`config.mk`:
```
export PLATFORM = sky130hd
export DESIGN_NAME = crs_chip_reset_sequencer
export DESIGN_NICKNAME = d
export VERILOG_FILES = /design/src/crs_pkg.sv /design/src/crs_chip_reset_sequencer.sv
export SDC_FILE = /design/constraint.sdc
export NUM_CORES = 1
export LEC_CHECK = 0
export ABC_AREA = 1
export BUFFER_PORTS_ARGS = -buffer_cell sky130_fd_sc_hd__buf_4
export CAP_MARGIN = 20
export CORE_ASPECT_RATIO = 1.75
export CORE_MARGIN = 4
export CORE_UTILIZATION = 41
export CTS_CLUSTER_DIAMETER = 100
export DETAILED_ROUTE_END_ITERATION = 16
export GPL_TIMING_DRIVEN = 0
export SLEW_MARGIN = 20
export SYNTH_ARGS = -nofsm -noshare
export SYNTH_HDL_FRONTEND = slang
export SYNTH_SLANG_ARGS = --single-unit
```
`constraint.sdc`:
```
create_clock -name ref_clk -period 2.6 [get_ports ref_clk]
set_input_delay 0.26 -clock ref_clk [delete_from_list [all_inputs] [get_ports ref_clk]]
set_output_delay 0.26 -clock ref_clk [all_outputs]
set_load 0.02 [all_outputs]
```
`src/crs_pkg.sv`:
```
// Constants, states and bundles shared by the chip reset sequencer.
// Assumes the consumers of the reset bundle apply these values themselves.
`default_nettype none
package crs_pkg;

  // ==========================================================
  // Start-up delay
  localparam int STARTUP_CYCLES = 1024;
  localparam logic [9:0] STARTUP_LAST = 10'(STARTUP_CYCLES - 1);

  // ==========================================================
  // Register values loaded on a full chip reset; synth channel select only on power-on reset
  localparam logic [7:0] WATCHDOG_SELECT_RST = 8'h07;
  localparam logic [7:0] INTERRUPT_CONTROL_RST = 8'h00;
  localparam logic [7:0] TIMER_CONTROL_RST = 8'h08;
  localparam logic [7:0] PORT_RST = 8'hff;
  localparam logic [5:0] SYNTH_CHANNEL_SELECT_RST = 6'h00;
  localparam logic [15:0] PC_RST = 16'h0000;
  localparam logic [2:0] SP_RST = 3'h0;
  // Warm reset: only this timer control bit is forced high
  localparam int TIMER_EDGE_BIT = 3;
  localparam logic [7:0] TIMER_CONTROL_WARM_SET = 8'h08;

  // ==========================================================
  // Sequencer states and reset causes
  typedef enum logic [2:0] {
    ST_RUN,
    ST_PIN,
    ST_DELAY,
    ST_RELEASE
  } crs_state_t;

  typedef enum logic [2:0] {
    CAUSE_POR,
    CAUSE_PIN_RUN,
    CAUSE_PIN_HALT,
    CAUSE_WDT_RUN,
    CAUSE_WDT_HALT,
    CAUSE_WAKE
  } crs_cause_t;

  // ==========================================================
  // Reset control bundle towards CPU and peripherals
  typedef struct packed {
    logic chipReset;
    logic porReset;
    logic warmReset;
    logic cpuHold;
    logic wdtClear;
  } crs_ctl_t;

  typedef struct packed {
    logic timeout_flag;
    logic powerdown_flag;
  } crs_flags_t;

endpackage : crs_pkg
`default_nettype wire

```
`src/crs_chip_reset_sequencer.sv`:
```
// Chip reset sequencer: reset causes, cause flags, start-up delay.
// Assumes halt and watchdog logic give one-cycle pulses on ref_clk.
// Overview of operation
// Three full reset sources: pin running, pin halted, watchdog running.
// Watchdog while halted only clears program counter and stack pointer.
// Warm reset keeps all else, forcing timer control bit 3 high.
// Full reset loads defined values; undefined registers keep contents.
// Time-out and power-down flags are readable by software.
// Flags: 00 power-up, uu pin run, 01 pin halt, 1u wdt, 11.
// Start-up delay of 1024 clocks after power-up and halt exit.
// Pin reset while not halted skips the start-up delay.
// Every wake from halt applies the start-up delay.
// Full reset loads watchdog select, interrupt, timer, port defaults.
// Synth channel select clears only on power-on reset.
// Reset disables interrupts, clears watchdog; it restarts on release.
// Reset sets stack top, stops timers, ports to input.
// Watchdog overflow when running gives full reset, sets time-out.
// Power-down flag cleared by power-up, watchdog clear; set by halt.
// Reset pin is synchronised; reset held until delay elapsed.
// Cause flags update when reset is released.
`timescale 1ns/1ps
`default_nettype none
module crs_chip_reset_sequencer
  import crs_pkg::*;
(
  // Clock and power-on reset
  input wire logic ref_clk,
  input wire logic resetn,
  // Reset pin and wake sources
  input wire logic ext_reset_n,
  input wire logic halted,
  input wire logic wdtTimeout,
  // Instruction events
  input wire logic haltExec,
  input wire logic wdtClearExec,
  // Reset controls
  output var crs_ctl_t resetCtl,
  output var logic [7:0] timerControlSet,
  // Cause flags
  output var crs_flags_t flags
);

  // ==========================================================
  // Reset pin synchroniser
  logic pinMeta;
  logic pinSync;

  // two-stage synchroniser
  always_ff @(posedge ref_clk or negedge resetn) begin
    if (!resetn) begin
      pinMeta <= 1'b1;
      pinSync <= 1'b1;
    end else begin
      pinMeta <= ext_reset_n;
      pinSync <= pinMeta;
    end
  end

  wire logic pinLow = !pinSync;

  // ==========================================================
  // Halt exit detection
  logic haltedPrev;

  always_ff @(posedge ref_clk or negedge resetn) begin
    if (!resetn) begin
      haltedPrev <= 1'b0;
    end else begin
      haltedPrev <= halted;
    end
  end

  wire logic wakeEdge = haltedPrev && !halted;

  // ==========================================================
  // Sequencer state
  crs_state_t state;
  crs_state_t next_state;
  crs_cause_t cause;
  crs_cause_t next_cause;
  logic [9:0] count;
  logic [9:0] next_count;

  // Causes seen while running
  wire logic inRun = (state == ST_RUN);
  // pin reset sources
  wire logic pinEvent = inRun && pinLow;
  // watchdog while running
  wire logic wdtRunEvent = inRun && !pinLow && wdtTimeout && !halted;
  // watchdog while halted
  wire logic wdtHaltEvent = inRun && !pinLow && wdtTimeout && halted;
  // any other halt exit
  wire logic wakeEvent = inRun && !pinLow && !wdtTimeout && wakeEdge;
  wire logic delayDone = (state == ST_DELAY) && (count == 10'h000);

  // Next state; pin outranks watchdog since it also clears the watchdog
  always_comb begin
    next_state = state;
    next_cause = cause;
    next_count = count;
    unique case (state)
      ST_RUN: begin
        if (pinEvent) begin
          next_state = ST_PIN;
          next_cause = halted ? CAUSE_PIN_HALT : CAUSE_PIN_RUN;
        end else if (wdtRunEvent) begin
          // full reset, no oscillator restart so no delay
          next_state = ST_RELEASE;
          next_cause = CAUSE_WDT_RUN;
        end else if (wdtHaltEvent || wakeEvent) begin
          // wake delay
          next_state = ST_DELAY;
          next_cause = wdtHaltEvent ? CAUSE_WDT_HALT : CAUSE_WAKE;
          next_count = STARTUP_LAST;
        end
      end
      ST_PIN: begin
        if (!pinLow) begin
          // no delay unless leaving halt
          next_state = (cause == CAUSE_PIN_HALT) ? ST_DELAY : ST_RELEASE;
          next_count = STARTUP_LAST;
        end
      end
      ST_DELAY: begin
        // count out start-up delay
        if (delayDone) begin
          next_state = ST_RELEASE;
        end else begin
          next_count = count - 10'h001;
        end
      end
      ST_RELEASE: begin
        next_state = ST_RUN;
      end
    endcase
  end

  // Power-up starts in the delay as a power-on cause
  always_ff @(posedge ref_clk or negedge resetn) begin
    if (!resetn) begin
      state <= ST_DELAY;
      cause <= CAUSE_POR;
      count <= STARTUP_LAST;
    end else begin
      state <= next_state;
      cause <= next_cause;
      count <= next_count;
    end
  end

  // ==========================================================
  // Reset control outputs
  wire logic fullCause = (next_cause == CAUSE_POR) || (next_cause == CAUSE_PIN_RUN) ||
                         (next_cause == CAUSE_PIN_HALT) || (next_cause == CAUSE_WDT_RUN);
  wire logic nextBusy = (next_state != ST_RUN);
  crs_ctl_t next_ctl;

  always_comb begin
    // hold chip reset to the end of the delay for full-reset causes only; wake delays hold cpuHold alone
    next_ctl.chipReset = nextBusy && fullCause;
    // channel select clears on power-on only
    next_ctl.porReset = nextBusy && (next_cause == CAUSE_POR);
    // one pulse clearing PC and SP
    next_ctl.warmReset = wdtHaltEvent;
    // execution held during delay
    next_ctl.cpuHold = nextBusy;
    // watchdog cleared in reset, counts after release
    next_ctl.wdtClear = next_ctl.chipReset;
  end

  // timer edge bit forced with the warm pulse
  wire logic [7:0] next_timerSet = wdtHaltEvent ? TIMER_CONTROL_WARM_SET : 8'h00;

  always_ff @(posedge ref_clk or negedge resetn) begin
    if (!resetn) begin
      resetCtl <= '{chipReset: 1'b1, porReset: 1'b1, warmReset: 1'b0,
                    cpuHold: 1'b1, wdtClear: 1'b1};
      timerControlSet <= 8'h00;
    end else begin
      // consumers load defaults while chipReset
      resetCtl <= next_ctl;
      timerControlSet <= next_timerSet;
    end
  end

  // ==========================================================
  // Cause flags
  crs_flags_t next_flags;
  wire logic releasing = (state == ST_RELEASE);

  always_comb begin
    next_flags = flags;
    if (releasing) begin
      // final values at release
      unique case (cause)
        CAUSE_POR: next_flags = '{timeout_flag: 1'b0, powerdown_flag: 1'b0};
        CAUSE_PIN_HALT: next_flags = '{timeout_flag: 1'b0, powerdown_flag: 1'b1};
        CAUSE_WDT_RUN: next_flags.timeout_flag = 1'b1;
        CAUSE_WDT_HALT: next_flags = '{timeout_flag: 1'b1, powerdown_flag: 1'b1};
        default: next_flags = flags;
      endcase
    end else if (inRun) begin
      // halt sets, clear instruction clears; set wins
      if (wdtClearExec) begin
        next_flags.powerdown_flag = 1'b0;
      end
      if (haltExec) begin
        next_flags.powerdown_flag = 1'b1;
        next_flags.timeout_flag = 1'b0;
      end
    end
  end

  // flags straight from flops
  always_ff @(posedge ref_clk or negedge resetn) begin
    if (!resetn) begin
      flags <= '{timeout_flag: 1'b0, powerdown_flag: 1'b0};
    end else begin
      flags <= next_flags;
    end
  end

  // ==========================================================
  // Checks
  property p_delayLen;
    @(posedge ref_clk) disable iff (!resetn)
    (inRun && wakeEvent) |=> (state == ST_DELAY)[*8] ##1 1'b1;
  endproperty
  a_delayLen: assert property (p_delayLen) else $error("delay ended early");

  property p_pinNoDelay;
    @(posedge ref_clk) disable iff (!resetn)
    (state == ST_PIN && !pinLow && cause == CAUSE_PIN_RUN) |=> (state == ST_RELEASE);
  endproperty
  a_pinNoDelay: assert property (p_pinNoDelay) else $error("pin reset delayed");

  property p_warmOnly;
    @(posedge ref_clk) disable iff (!resetn)
    wdtHaltEvent |=> resetCtl.warmReset && !resetCtl.chipReset && timerControlSet[3];
  endproperty
  a_warmOnly: assert property (p_warmOnly) else $error("warm reset wrong");

  property p_wdtRunFlag;
    @(posedge ref_clk) disable iff (!resetn)
    wdtRunEvent |=> resetCtl.chipReset ##1 flags.timeout_flag;
  endproperty
  a_wdtRunFlag: assert property (p_wdtRunFlag) else $error("wdt flag not set");

  property p_haltSets;
    @(posedge ref_clk) disable iff (!resetn)
    (inRun && haltExec) |=> flags.powerdown_flag && !flags.timeout_flag;
  endproperty
  a_haltSets: assert property (p_haltSets) else $error("halt flag wrong");

  property p_pinHaltFlags;
    @(posedge ref_clk) disable iff (!resetn)
    (releasing && cause == CAUSE_PIN_HALT) |=> flags == 2'b01;
  endproperty
  a_pinHaltFlags: assert property (p_pinHaltFlags) else $error("pin halt flags");

  property p_holdInDelay;
    @(posedge ref_clk) disable iff (!resetn)
    (state == ST_DELAY) |=> resetCtl.cpuHold;
  endproperty
  a_holdInDelay: assert property (p_holdInDelay) else $error("hold dropped");

  property p_porOnly;
    @(posedge ref_clk) disable iff (!resetn)
    resetCtl.porReset |-> $past(cause) == CAUSE_POR || $past(next_cause) == CAUSE_POR;
  endproperty
  a_porOnly: assert property (p_porOnly) else $error("channel cleared");

  property p_flagsStable;
    @(posedge ref_clk) disable iff (!resetn)
    (!releasing && !inRun) |=> $stable(flags);
  endproperty
  a_flagsStable: assert property (p_flagsStable) else $error("flags moved");

  // Independent tally of delay cycles, so a wrong count load is caught
  // delay length tally
  logic [10:0] delaySpan;

  always_ff @(posedge ref_clk or negedge resetn) begin
    if (!resetn) begin
      delaySpan <= 11'h000;
    end else if (state == ST_DELAY) begin
      delaySpan <= delaySpan + 11'h001;
    end else begin
      delaySpan <= 11'h000;
    end
  end

  property p_delaySpan;
    @(posedge ref_clk) disable iff (!resetn)
    (state == ST_DELAY && next_state == ST_RELEASE) |-> delaySpan == {1'b0, STARTUP_LAST};
  endproperty
  a_delaySpan: assert property (p_delaySpan) else $error("delay length wrong");

  property p_porWithChip;
    @(posedge ref_clk) disable iff (!resetn)
    resetCtl.porReset |-> resetCtl.chipReset;
  endproperty
  a_porWithChip: assert property (p_porWithChip) else $error("por without chip reset");

  property p_warmPulse;
    @(posedge ref_clk) disable iff (!resetn)
    resetCtl.warmReset |=> !resetCtl.warmReset;
  endproperty
  a_warmPulse: assert property (p_warmPulse) else $error("warm pulse too long");

  property p_wakeKeeps;
    @(posedge ref_clk) disable iff (!resetn)
    (state == ST_DELAY && (cause == CAUSE_WDT_HALT || cause == CAUSE_WAKE))
      |-> !resetCtl.chipReset;
  endproperty
  a_wakeKeeps: assert property (p_wakeKeeps) else $error("wake gave chip reset");

  property p_pinRunFlags;
    @(posedge ref_clk) disable iff (!resetn)
    (releasing && cause == CAUSE_PIN_RUN) |=> $stable(flags);
  endproperty
  a_pinRunFlags: assert property (p_pinRunFlags) else $error("pin run moved flags");

endmodule : crs_chip_reset_sequencer
`default_nettype wire

```
==> results_dict.tcl, run 1 <==
set metrics [dict create \
    drv_slew 0 \
    die_y_um 89.6 \
    final_layout_size_suffix_gt1_share_pct 26.2 \
    status "completed" \
    syn_avg_cell_area_um2 7.37 \
    start_kind "flip-flop" \
    r2r_end "count[0]" \
    synthMuxAreaShare_pct 0 \
    io_pins 22 \
    switchingPower_mw 0.960 \
    critPathCaptureType "flip-flop" \
    cap_violations 0 \
    gp_congestion 0.861 \
    rsz0062_at_grt "no" \
    drc 0 \
    n_antenna_cell 0 \
    final_min_period_over_clock_period_pct 63.4 \
    area_growth_pct 15.5 \
    cp_max_fo 10 \
    antenna_found_initial 0 \
    vias 1374 \
    arrival_ns 1.86 \
    synthAdderAreaFrac_pct 1.60 \
    netSwitchingFraction_pct 44.8 \
    setup_viol 0 \
    p_per_area_nw_per_um2 1190 \
    core_area_um2 3660 \
    vdd.ir_drop.worst_mv 0.594 \
    rows 29 \
    syn_inst 212 \
    fin_total_pwr_mw 2.14 \
    yosysUniqueCellTypes 30 \
    cts_setup_buffers 0 \
    synthXorXnorAreaFrac_pct 0.561 \
    yosys.area_share.simple_pct 36.7 \
    r2r_slack_ns 0.95 \
    synth_compound_area_share_pct 5.77 \
    synth.cell_area_um2 1560 \
    reg2reg_depth 10 \
    cts_buffers 3 \
    hpwl_um 2530 \
    instances_no_fill 283 \
    wl_per_cell_um 11.6 \
    hp-class "input port to flip-flop" \
    worstHoldPathCells 1 \
    cts_root_buffer "clkbuf_8" \
    clock_power_share_pct 11.0 \
    internal_power_mw 1.18 \
    synth_top_family_by_area "simple AND/OR/NAND/NOR gates" \
    max_freq_ghz 0.607 \
    cts_max_path_buffers 2 \
    io_buffer_count 14 \
    final_nets 247 \
    p_leak_nw 0.946 \
    grt-ovfl-total 0 \
    worstPathRequired_ns 2.81 \
    synth_top_area_share_pct 26.9 \
    grt_use_total_pct 15.6 \
    ctsHtreeMaxLevel 1 \
    drt_iter0_drc 38 \
    grt_pass1_vias 1383 \
    grt_max_degree 26 \
    wirelength_um 3290 \
    cts_tree "done" \
    min_from "ext_reset_n" \
    path_class "flip-flop to flip-flop" \
    min_period_ns 1.65 \
    firstDrtPassIters 4 \
    grt_first_pass_wirelength_um 5660 \
    finalSetupTns_ns 0 \
    placed_area_um2 1750 \
    dpl.cell_count 278 \
    yosys.area.top_type "dfstp_2" \
    final_area_um2 1800 \
    ys_seq_area_share_pct 41.3 \
    skew_ns 0.00164 \
    synthTopCellsByArea "dfstp_2 27%, dfrtp_1 14%, nand2_1 13%, nand3_1 10%, inv_1 6.3%" \
    worstHoldEndpoint "pinMeta" \
    r2r-start "count[0]" \
    cts.sinks 25 \
    ant_nets 0 \
    combPwrFrac_pct 53.1 \
    yosysWarnings 0 \
    ys_seq_elements 25 \
    clock_latency_ns 0.27 \
    clk_transition_reported_paths_ns 0.09 \
    viasPerCell 4.86 \
    dieArea_um2 4900 \
    start_util_pct 42.6 \
    die_x_um 54.7 \
    hold_violations 0 \
    pwr-share-seq_pct 36.0 \
]
==> registers in the layout, summed over array words and instances, names as in the netlist <==
signal           count
flags                2
cause                3
state                3
resetCtl             3
pinSync              1
pinMeta              1
timerControlSet      1
haltedPrev           1
count               10
==> layout make-up <==
class | count | area (um2)
Buffer | 13 | 106
Clock buffer | 3 | 41.3
Clock inverter | 1 | 5.00
Fill cell | 372 | 1860
Inverter | 29 | 109
Multi-Input combinational cell | 151 | 723
Sequential cell | 25 | 646
Tap cell | 46 | 57.6
Timing Repair Buffer | 15 | 115
==> placed cells by master, fill, tap and decap left out, drive strengths merged <==
cell type | netlist | layout
nand2 | 56 | 56
inv | 29 | 29
xnor2 | 1 | 1
nand4 | 3 | 3
conb | 1 | 7
o211ai | 2 | 2
nand3 | 33 | 33
nand3b | 1 | 1
clkinv | 0 | 1
dfstp | 16 | 16
buf | 11 | 25
dlygate4sd1 | 1 | 1
ha | 2 | 2
o21a | 1 | 1
nor3 | 5 | 5
o21ai | 10 | 10
dfrtp | 9 | 9
or2 | 2 | 2
dlygate4sd3 | 0 | 1
o31ai | 1 | 1
clkbuf | 1 | 4
nor2 | 25 | 25
a21oi | 2 | 2
==> Yosys cell counts (all sizes together) <==
library cell  count
nand2            56
nand3            33
inv              29
nor2             25
dfstp            16
buf              11
o21ai            10
dfrtp             9
nor3              5
nand4             3
a21oi             2
ha                2
o211ai            2
or2               2
clkbuf            1
conb              1
dlygate4sd1       1
nand3b            1
o21a              1
o31ai             1
xnor2             1
==> per-layer routing <==
| layer | global-route usage [%] | routed length, um | vias to the layer above |
|---|---|---|---|
| met4 | 6.80 | 61 | 0 |
| met1 | 15.3 | 1240 | 643 |
| met5 | 0 | 0 | - |
| met2 | 30.7 | 1890 | 18 |
| li1 | - | - | 707 |
| met3 | 1.49 | 99 | 6 |
==> critical path: stages, from the launching register on <==
cell and delay (ns):
dfstp_2 0.54, inv_1 0.08, ha_1 0.22, nand3_1 0.08
nor2_1 0.04, nand3_1 0.07, nand3_1 0.08, nor2_2 0.14
nand2_2 0.17, nand2_1 0.10, nand2_1 0.05
==> logic make-up (layout without fill, tap and decap cells) <==
group / Yosys count / count (layout)
AO/OA/AOI/OAI: 16 / 16
XOR/XNOR: 1 / 1
adder cells (fa/ha/maj): 2 / 2
buffers and inverters: 42 / 61
flip-flops: 25 / 25
other: 1 / 7
AND/OR/NAND/NOR: 125 / 125
==> power by group through the flow <==
stage	registers, mW	logic (mW)	clock network, mW
4_1_cts	0.769	1.16	0.248
2_1_floorplan	0.791	0.841	0
3_5_place_dp	0.774	1.15	0
5_1_grt	0.795	1.32	0.264
3_3_place_gp	0.776	1.14	0
6_report	0.771	1.14	0.235
==> per-stage QoR <==
stage	hold WS, ns	util [%]	setup WS (ns)
2_1_floorplan	-0.0356	-	1.11
3_3_place_gp	0.185	47.7	0.958
3_5_place_dp	0.185	47.7	0.942
4_1_cts	0.0757	49.2	0.929
5_1_grt	0.0780	49.2	0.795
6_report	0.0853	49.2	0.952
==> worst max path at each step <==
stage / start / endpoint / slack, ns / cells past startpoint
floorplan: count[0] / count[7] / 1.11 / 10
global placement: count[0] / count[1] / 0.96 / 10
detailed placement: count[0] / count[7] / 0.94 / 10
CTS: count[0] / count[0] / 0.93 / 10
global route: count[0] / count[0] / 0.80 / 10
finish: count[0] / count[0] / 0.95 / 10
==> what timing repair did <==
| action | in CTS | in global routing |
|---|---|---|
| setup endpoints to repair | 0 | 0 |
| hold endpoints to repair | 9 | 0 |
| hold buffers | 1 | 0 |
| resized for setup | 0 | 0 |
No activity file was read; power rests on OpenSTA's default activity.
==> inputs of run 2 (changes only) <==
--- a/config.mk
+++ b/config.mk
@@ -5,7 +5,7 @@
 export SDC_FILE = /design/constraint.sdc
 export NUM_CORES = 1
 export LEC_CHECK = 0
-export ABC_AREA = 1
+export ABC_AREA = 0
 export BUFFER_PORTS_ARGS = -buffer_cell sky130_fd_sc_hd__buf_4
 export CAP_MARGIN = 20
 export CORE_ASPECT_RATIO = 1.75
==> constraint.sdc (replaced) <==
create_clock -name ref_clk -period 1.52 [get_ports ref_clk]
set_input_delay 0.152 -clock ref_clk [delete_from_list [all_inputs] [get_ports ref_clk]]
set_output_delay 0.152 -clock ref_clk [all_outputs]
set_load 0.02 [all_outputs]
==> results_dict.tcl, run 2 <==
set metrics [dict create \
    status "finished with violations" \
    violations "setup timing" \
    mostFrequentLayoutCells "40 x buf_4, 16 x dfstp_2, 11 x a21oi_1" \
    p_per_area_nw_per_um2 1770 \
    ys_seq_area_share_pct 47.2 \
    yosysUniqueCellTypes 39 \
    min_period_ns 1.90 \
    seq_area_um2 648 \
    yosys_most_used_dff "dfstp_2" \
    vias 1208 \
    fillerInstances 293 \
    skew_ns 0.00315 \
    synthTopCellsByArea "dfstp_2 31%, dfrtp_1 16%, a21oi_1 6.6%, buf_4 5.5%, a31oi_1 2.7%" \
    ant_nets 0 \
    hp-class "input port to flip-flop" \
    cts_buffers 3 \
    largest_register_ffs 10 \
    path_class "flip-flop to flip-flop" \
    die_y_um 84.4 \
    gp_congestion 0.828 \
    rows 27 \
    synth_top_area_share_pct 30.7 \
    syn_inst 142 \
    grt-ovfl-total 0 \
    whs_ns 0.0419 \
    n_antenna_cell 0 \
    critPathCaptureType "flip-flop" \
    antenna_found_initial 0 \
    cp_max_fo 4 \
    hpwl_um 2150 \
    synthXorXnorAreaFrac_pct 0.640 \
    yosys.area.top_type "dfstp_2" \
    dpl.cell_count 205 \
    dieArea_um2 4360 \
    final_common_cell "buf_4" \
    synth_top_family_by_area "compound AO/OA/AOI/OAI gates" \
    worstPathRequired_ns 1.72 \
    multiInputGateArea_um2 729 \
    drt_iter0_drc 16 \
    rsz0062_at_grt "yes" \
    synth.cell_area_um2 1370 \
    ctsHtreeMaxLevel 1 \
    grt_first_pass_wirelength_um 5380 \
    timing.final.ws_setup_ns -0.382 \
    drv_slew 0 \
    cts_tree "done" \
    clk_transition_reported_paths_ns 0.09 \
    grt_use_total_pct 15.9 \
    grt_max_degree 26 \
    synthAdderAreaFrac_pct 1.83 \
    async_flop_share_pct 100 \
    p_leak_nw 0.761 \
    final_layout_size_suffix_gt1_share_pct 49.5 \
    ys_top_cells_by_count "18 x a21oi_1, 16 x dfstp_2, 10 x buf_4, 10 x nand2_1, 10 x nor2_1" \
    wl_per_cell_um 14.4 \
    max_flop_register "count" \
    instances_no_fill 225 \
    die_x_um 51.7 \
    max_freq_ghz 0.526 \
    start_kind "flip-flop" \
    arrival_ns 2.10 \
    wirelength_um 3250 \
    start_util_pct 43.1 \
    cts.sinks 25 \
    yosys.area_share.simple_pct 18.9 \
    vdd.ir_drop.worst_mv 1.03 \
    final_min_period_over_clock_period_pct 125 \
    hold_violations 0 \
    firstDrtPassIters 4 \
    synth_most_common_cell "a21oi_1" \
    cts_root_buffer "clkbuf_8" \
    drc 0 \
    grt_pass1_vias 1207 \
    clock_latency_ns 0.26 \
    viasPerCell 5.37 \
    ys_seq_elements 25 \
    area_growth_pct 34.8 \
    cap_violations 0 \
    final_nets 192 \
    reg2reg_depth 5 \
    syn_avg_cell_area_um2 9.63 \
    setup_viol 13 \
    r2r_slack_ns -0.38 \
    core_area_um2 3180 \
    synth_edf_count 0 \
    io_buffer_count 14 \
    synthMuxAreaShare_pct 1.56 \
    synth_compound_area_share_pct 20.8 \
    cts_max_path_buffers 2 \
    io_pins 22 \
    yosysWarnings 0 \
    worstHoldPathCells 1 \
]
==> run 2: changes by cell type after synthesis, moves of 6 or more <==
cell and delta:
a31oi_1 +6, nand2_1 -44, inv_1 -19, a21oi_1 +16, nand3_1 -32, nor2_1 -9
==> run 2: per-stage QoR <==
| stage | util [%] | instance area, um2 | worst slack (ns) | total power, mW | TNS (ns) |
|---|---|---|---|---|---|
| floorplan | - | 1410 | -0.340 | 1.99 | -3.20 |
| global placement | 49.5 | 1570 | -0.528 | 2.35 | -5.50 |
| detailed placement | 49.5 | 1570 | -0.575 | 2.37 | -5.97 |
| CTS | 57.2 | 1820 | -0.385 | 3.18 | -3.54 |
| global route | 58.0 | 1840 | -0.451 | 3.46 | -4.38 |
| finish | 58.0 | 1840 | -0.382 | 3.26 | -3.33 |
==> run 2: kinds of logic (layout without fill, tap and decap cells) <==
| family | count (synthesis) | count (layout) |
|---|---|---|
| flops | 25 | 25 |
| mux | 2 | 2 |
| buf+inv | 22 | 56 |
| compound gates | 44 | 44 |
| simple gates | 45 | 45 |
| other cells | 1 | 7 |
| fa+ha+maj | 2 | 2 |
| xor+xnor | 1 | 1 |
==> run 2: final cells by class <==
class | instances | share of cell area (%)
repair buffers | 33 | 13.7
inverters | 7 | 1.43
clock buffers | 4 | 2.44
flip-flops and latches | 25 | 35.2
multi-input cells | 101 | 39.6
well taps | 43 | 2.92
plain buffers | 12 | 4.75
==> run 2: power breakdown <==
part	internal, mW	total (mW)	switching (mW)
sequential	0.920	1.11	0.189
clock	0.187	0.390	0.202
combinational	0.840	1.76	0.919
==> run 2: critical path, stage by stage (launching register included) <==
cell,delay (ns)
dfstp_2,0.38
or4_4,0.56
or4_4,0.48
o31ai_4,0.21
a21oi_2,0.08
a21oi_1,0.13
==> run 2: what timing repair did <==
item | 4_1_cts | 5_1_grt
endpoints found under the setup margin | 15 | 14
buffers inserted | 15 | 1
gates resized for setup | 17 | 7
pin swaps | 8 | 4
hold buffers | 2 | 0
hold endpoints to repair | 10 | 0
gates cloned | 1 | 0
==> run 2: per-layer routing <==
layer	global-route usage, %	part of all wire (%)
met5	0	0
met3	1.24	2.9
met4	9.07	3.2
met2	30.0	57
met1	16.1	37
==> run 2: path summary, 6_finish.rpt <==
| kind | startpoint | end |
|---|---|---|
| hold reg to reg | pinMeta | pinSync |
| hold / removal | halted | haltedPrev |
| setup reg to reg | count[2] | count[9] |
| min in group asynchronous | resetn | cause[2] |
| setup / recovery | count[2] | count[9] |
| max in group asynchronous | resetn | count[3] |
==> inputs of run 3 (changes only) <==
--- a/config.mk
+++ b/config.mk
@@ -8,12 +8,15 @@
 export ABC_AREA = 0
 export BUFFER_PORTS_ARGS = -buffer_cell sky130_fd_sc_hd__buf_4
 export CAP_MARGIN = 20
+export CELL_PAD_IN_SITES_DETAIL_PLACEMENT = 2
+export CELL_PAD_IN_SITES_GLOBAL_PLACEMENT = 2
 export CORE_ASPECT_RATIO = 1.75
 export CORE_MARGIN = 4
-export CORE_UTILIZATION = 41
+export CORE_UTILIZATION = 34
 export CTS_CLUSTER_DIAMETER = 100
 export DETAILED_ROUTE_END_ITERATION = 16
 export GPL_TIMING_DRIVEN = 0
+export PLACE_DENSITY_LB_ADDON = 0.1
 export SLEW_MARGIN = 20
 export SYNTH_ARGS = -nofsm -noshare
 export SYNTH_HDL_FRONTEND = slang
==> constraint.sdc (replaced) <==
create_clock -name ref_clk -period 1.52 [get_ports ref_clk]
set_input_delay 0.38 -clock ref_clk [delete_from_list [all_inputs] [get_ports ref_clk]]
set_output_delay 0.38 -clock ref_clk [all_outputs]
set_load 0.02 [all_outputs]
==> results_dict.tcl, run 3 (synthesis gave the netlist of run 2 again) <==
set metrics [dict create \
    ctsHtreeMaxLevel 1 \
    dpl.cell_count 210 \
    clk_transition_reported_paths_ns 0.09 \
    drc 0 \
    antenna_found_initial 0 \
    vdd.ir_drop.worst_mv 1.04 \
    skew_ns 0.00586 \
    final_nets 203 \
    dieArea_um2 5140 \
    cts_buffers 3 \
    grt_pass1_vias 1400 \
    hold_violations 0 \
    rsz0062_at_grt "yes" \
    drt_iter0_drc 18 \
    io_buffer_count 14 \
    final_min_period_over_clock_period_pct 127 \
    hpwl_um 2760 \
    clock_latency_ns 0.27 \
    cp_max_fo 4 \
    mostFrequentLayoutCells "48 x buf_4, 16 x dfstp_2, 10 x a21oi_2" \
    pwr-share-seq_pct 28.8 \
    drv_slew 0 \
    n_antenna_cell 0 \
    arrival_ns 2.15 \
    place_ws_ns -0.655 \
    die_y_um 91.9 \
    largest_register_ffs 10 \
    combPwrFrac_pct 60.7 \
    cts.sinks 25 \
    gp_congestion 0.851 \
    grt-ovfl-total 0 \
    start_kind "flip-flop" \
    path_class "flip-flop to flip-flop" \
    final_layout_size_suffix_gt1_share_pct 62.7 \
    max_freq_ghz 0.518 \
    cap_violations 0 \
    final_common_cell "buf_4" \
    viasPerCell 5.39 \
    grt_use_total_pct 18.4 \
    whs_ns 0.00147 \
    min_period_ns 1.93 \
    timing.final.ws_setup_ns -0.411 \
    cts_tree "done" \
    cts_max_path_buffers 2 \
    crit_chain "or4_4 -> or4_4 -> o31ai_4 -> a21oi_2 -> a21oi_2" \
    hp-class "input port to async pin" \
    fillerInstances 403 \
    die_x_um 55.9 \
    firstDrtPassIters 3 \
    area_growth_pct 50.9 \
    wirelength_um 5100 \
    final_area_um2 2060 \
    critPathCaptureType "flip-flop" \
    setup_viol 15 \
    wl_per_cell_um 21.2 \
    worstPathRequired_ns 1.74 \
    cts_root_buffer "clkbuf_8" \
    critPathMaxStageDelay_ns 0.59 \
    internal_power_mw 2.23 \
    start_util_pct 35.4 \
    p_per_area_nw_per_um2 1900 \
    violations "setup timing" \
    finalSetupTns_ns -4.03 \
    grt_first_pass_wirelength_um 7390 \
    grt_max_degree 26 \
    instances_no_fill 241 \
    p_leak_nw 0.844 \
    slowest_stage "or4_4" \
    netSwitchingFraction_pct 43.0 \
    switchingPower_mw 1.69 \
    io_pins 22 \
    max_flop_register "count" \
    placed_area_um2 1580 \
    clock_power_share_pct 10.6 \
    vias 1299 \
    core_area_um2 3870 \
    rows 30 \
    status "finished with violations" \
    ant_nets 0 \
]
run 3: worst max-delay path, delay by kind of cell, from the launching register on:
kind	cells	cell delay (ns)
and+or+nand+nor	2	1.08
AOI/OAI and AO/OA	3	0.41
DFF	1	0.38
run 3: through the flow:
step / total power [mW] / utilization, %
after floorplan: 1.99 / -
after global placement: 2.38 / 40.8
after detailed placement: 2.45 / 40.8
after CTS: 3.29 / 47.1
after global routing: 4.19 / 53.4
final: 3.92 / 53.4
run 3: metal layers:
metal | part of all wire [%] | vias to the layer above | track usage [%] | wire, um
li1 | - | 593 | - | -
met1 | 29 | 657 | 17.5 | 1480
met2 | 62 | 28 | 37.6 | 3170
met3 | 2.4 | 21 | 2.11 | 120
met4 | 6.3 | 0 | 8.32 | 322
met5 | 0 | - | 0 | 0
run 3: area by class of cell:
type	count	area, um2	share of cell area (%)
timing repair buffer	44	349	16.9
sequential	25	648	31.4
multi-input combinational	101	842	40.8
clock buffer	4	45.0	2.18
tap	48	60.1	2.91
buffer	12	87.6	4.24
inverter	7	31.3	1.52
run 3: path summary, 6_finish.rpt:
| check | startpoint | endpoint | slack [ns] | cells past startpoint |
|---|---|---|---|---|
| max | count[2] | count[9] | -0.41 | 5 |
| min | resetn | cause[2] | 0.001 | 1 |
| max reg2reg | count[2] | count[9] | -0.41 | 5 |
| min reg2reg | pinMeta | pinSync | 0.36 | 0 |
| max in group asynchronous | resetn | resetCtl[0] | 1.22 | 1 |
| min in group ref_clk | ext_reset_n | pinMeta | 0.21 | 1 |
run 3: power by group through the flow:
stage	clock network [mW]	logic, mW	registers (mW)
after CTS	0.419	1.74	1.13
after global placement	0	1.29	1.08
after global routing	0.460	2.57	1.16
after floorplan	0	0.864	1.13
final	0.413	2.38	1.13
after detailed placement	0	1.35	1.09
run 3: timing repair:
action	in CTS	in global routing
setup endpoints to repair	16	18
pin swaps	6	8
gates cloned	1	0
setup buffers	13	16
hold buffers	0	0
gates resized for setup	27	30
endpoints found under the hold margin	0	0
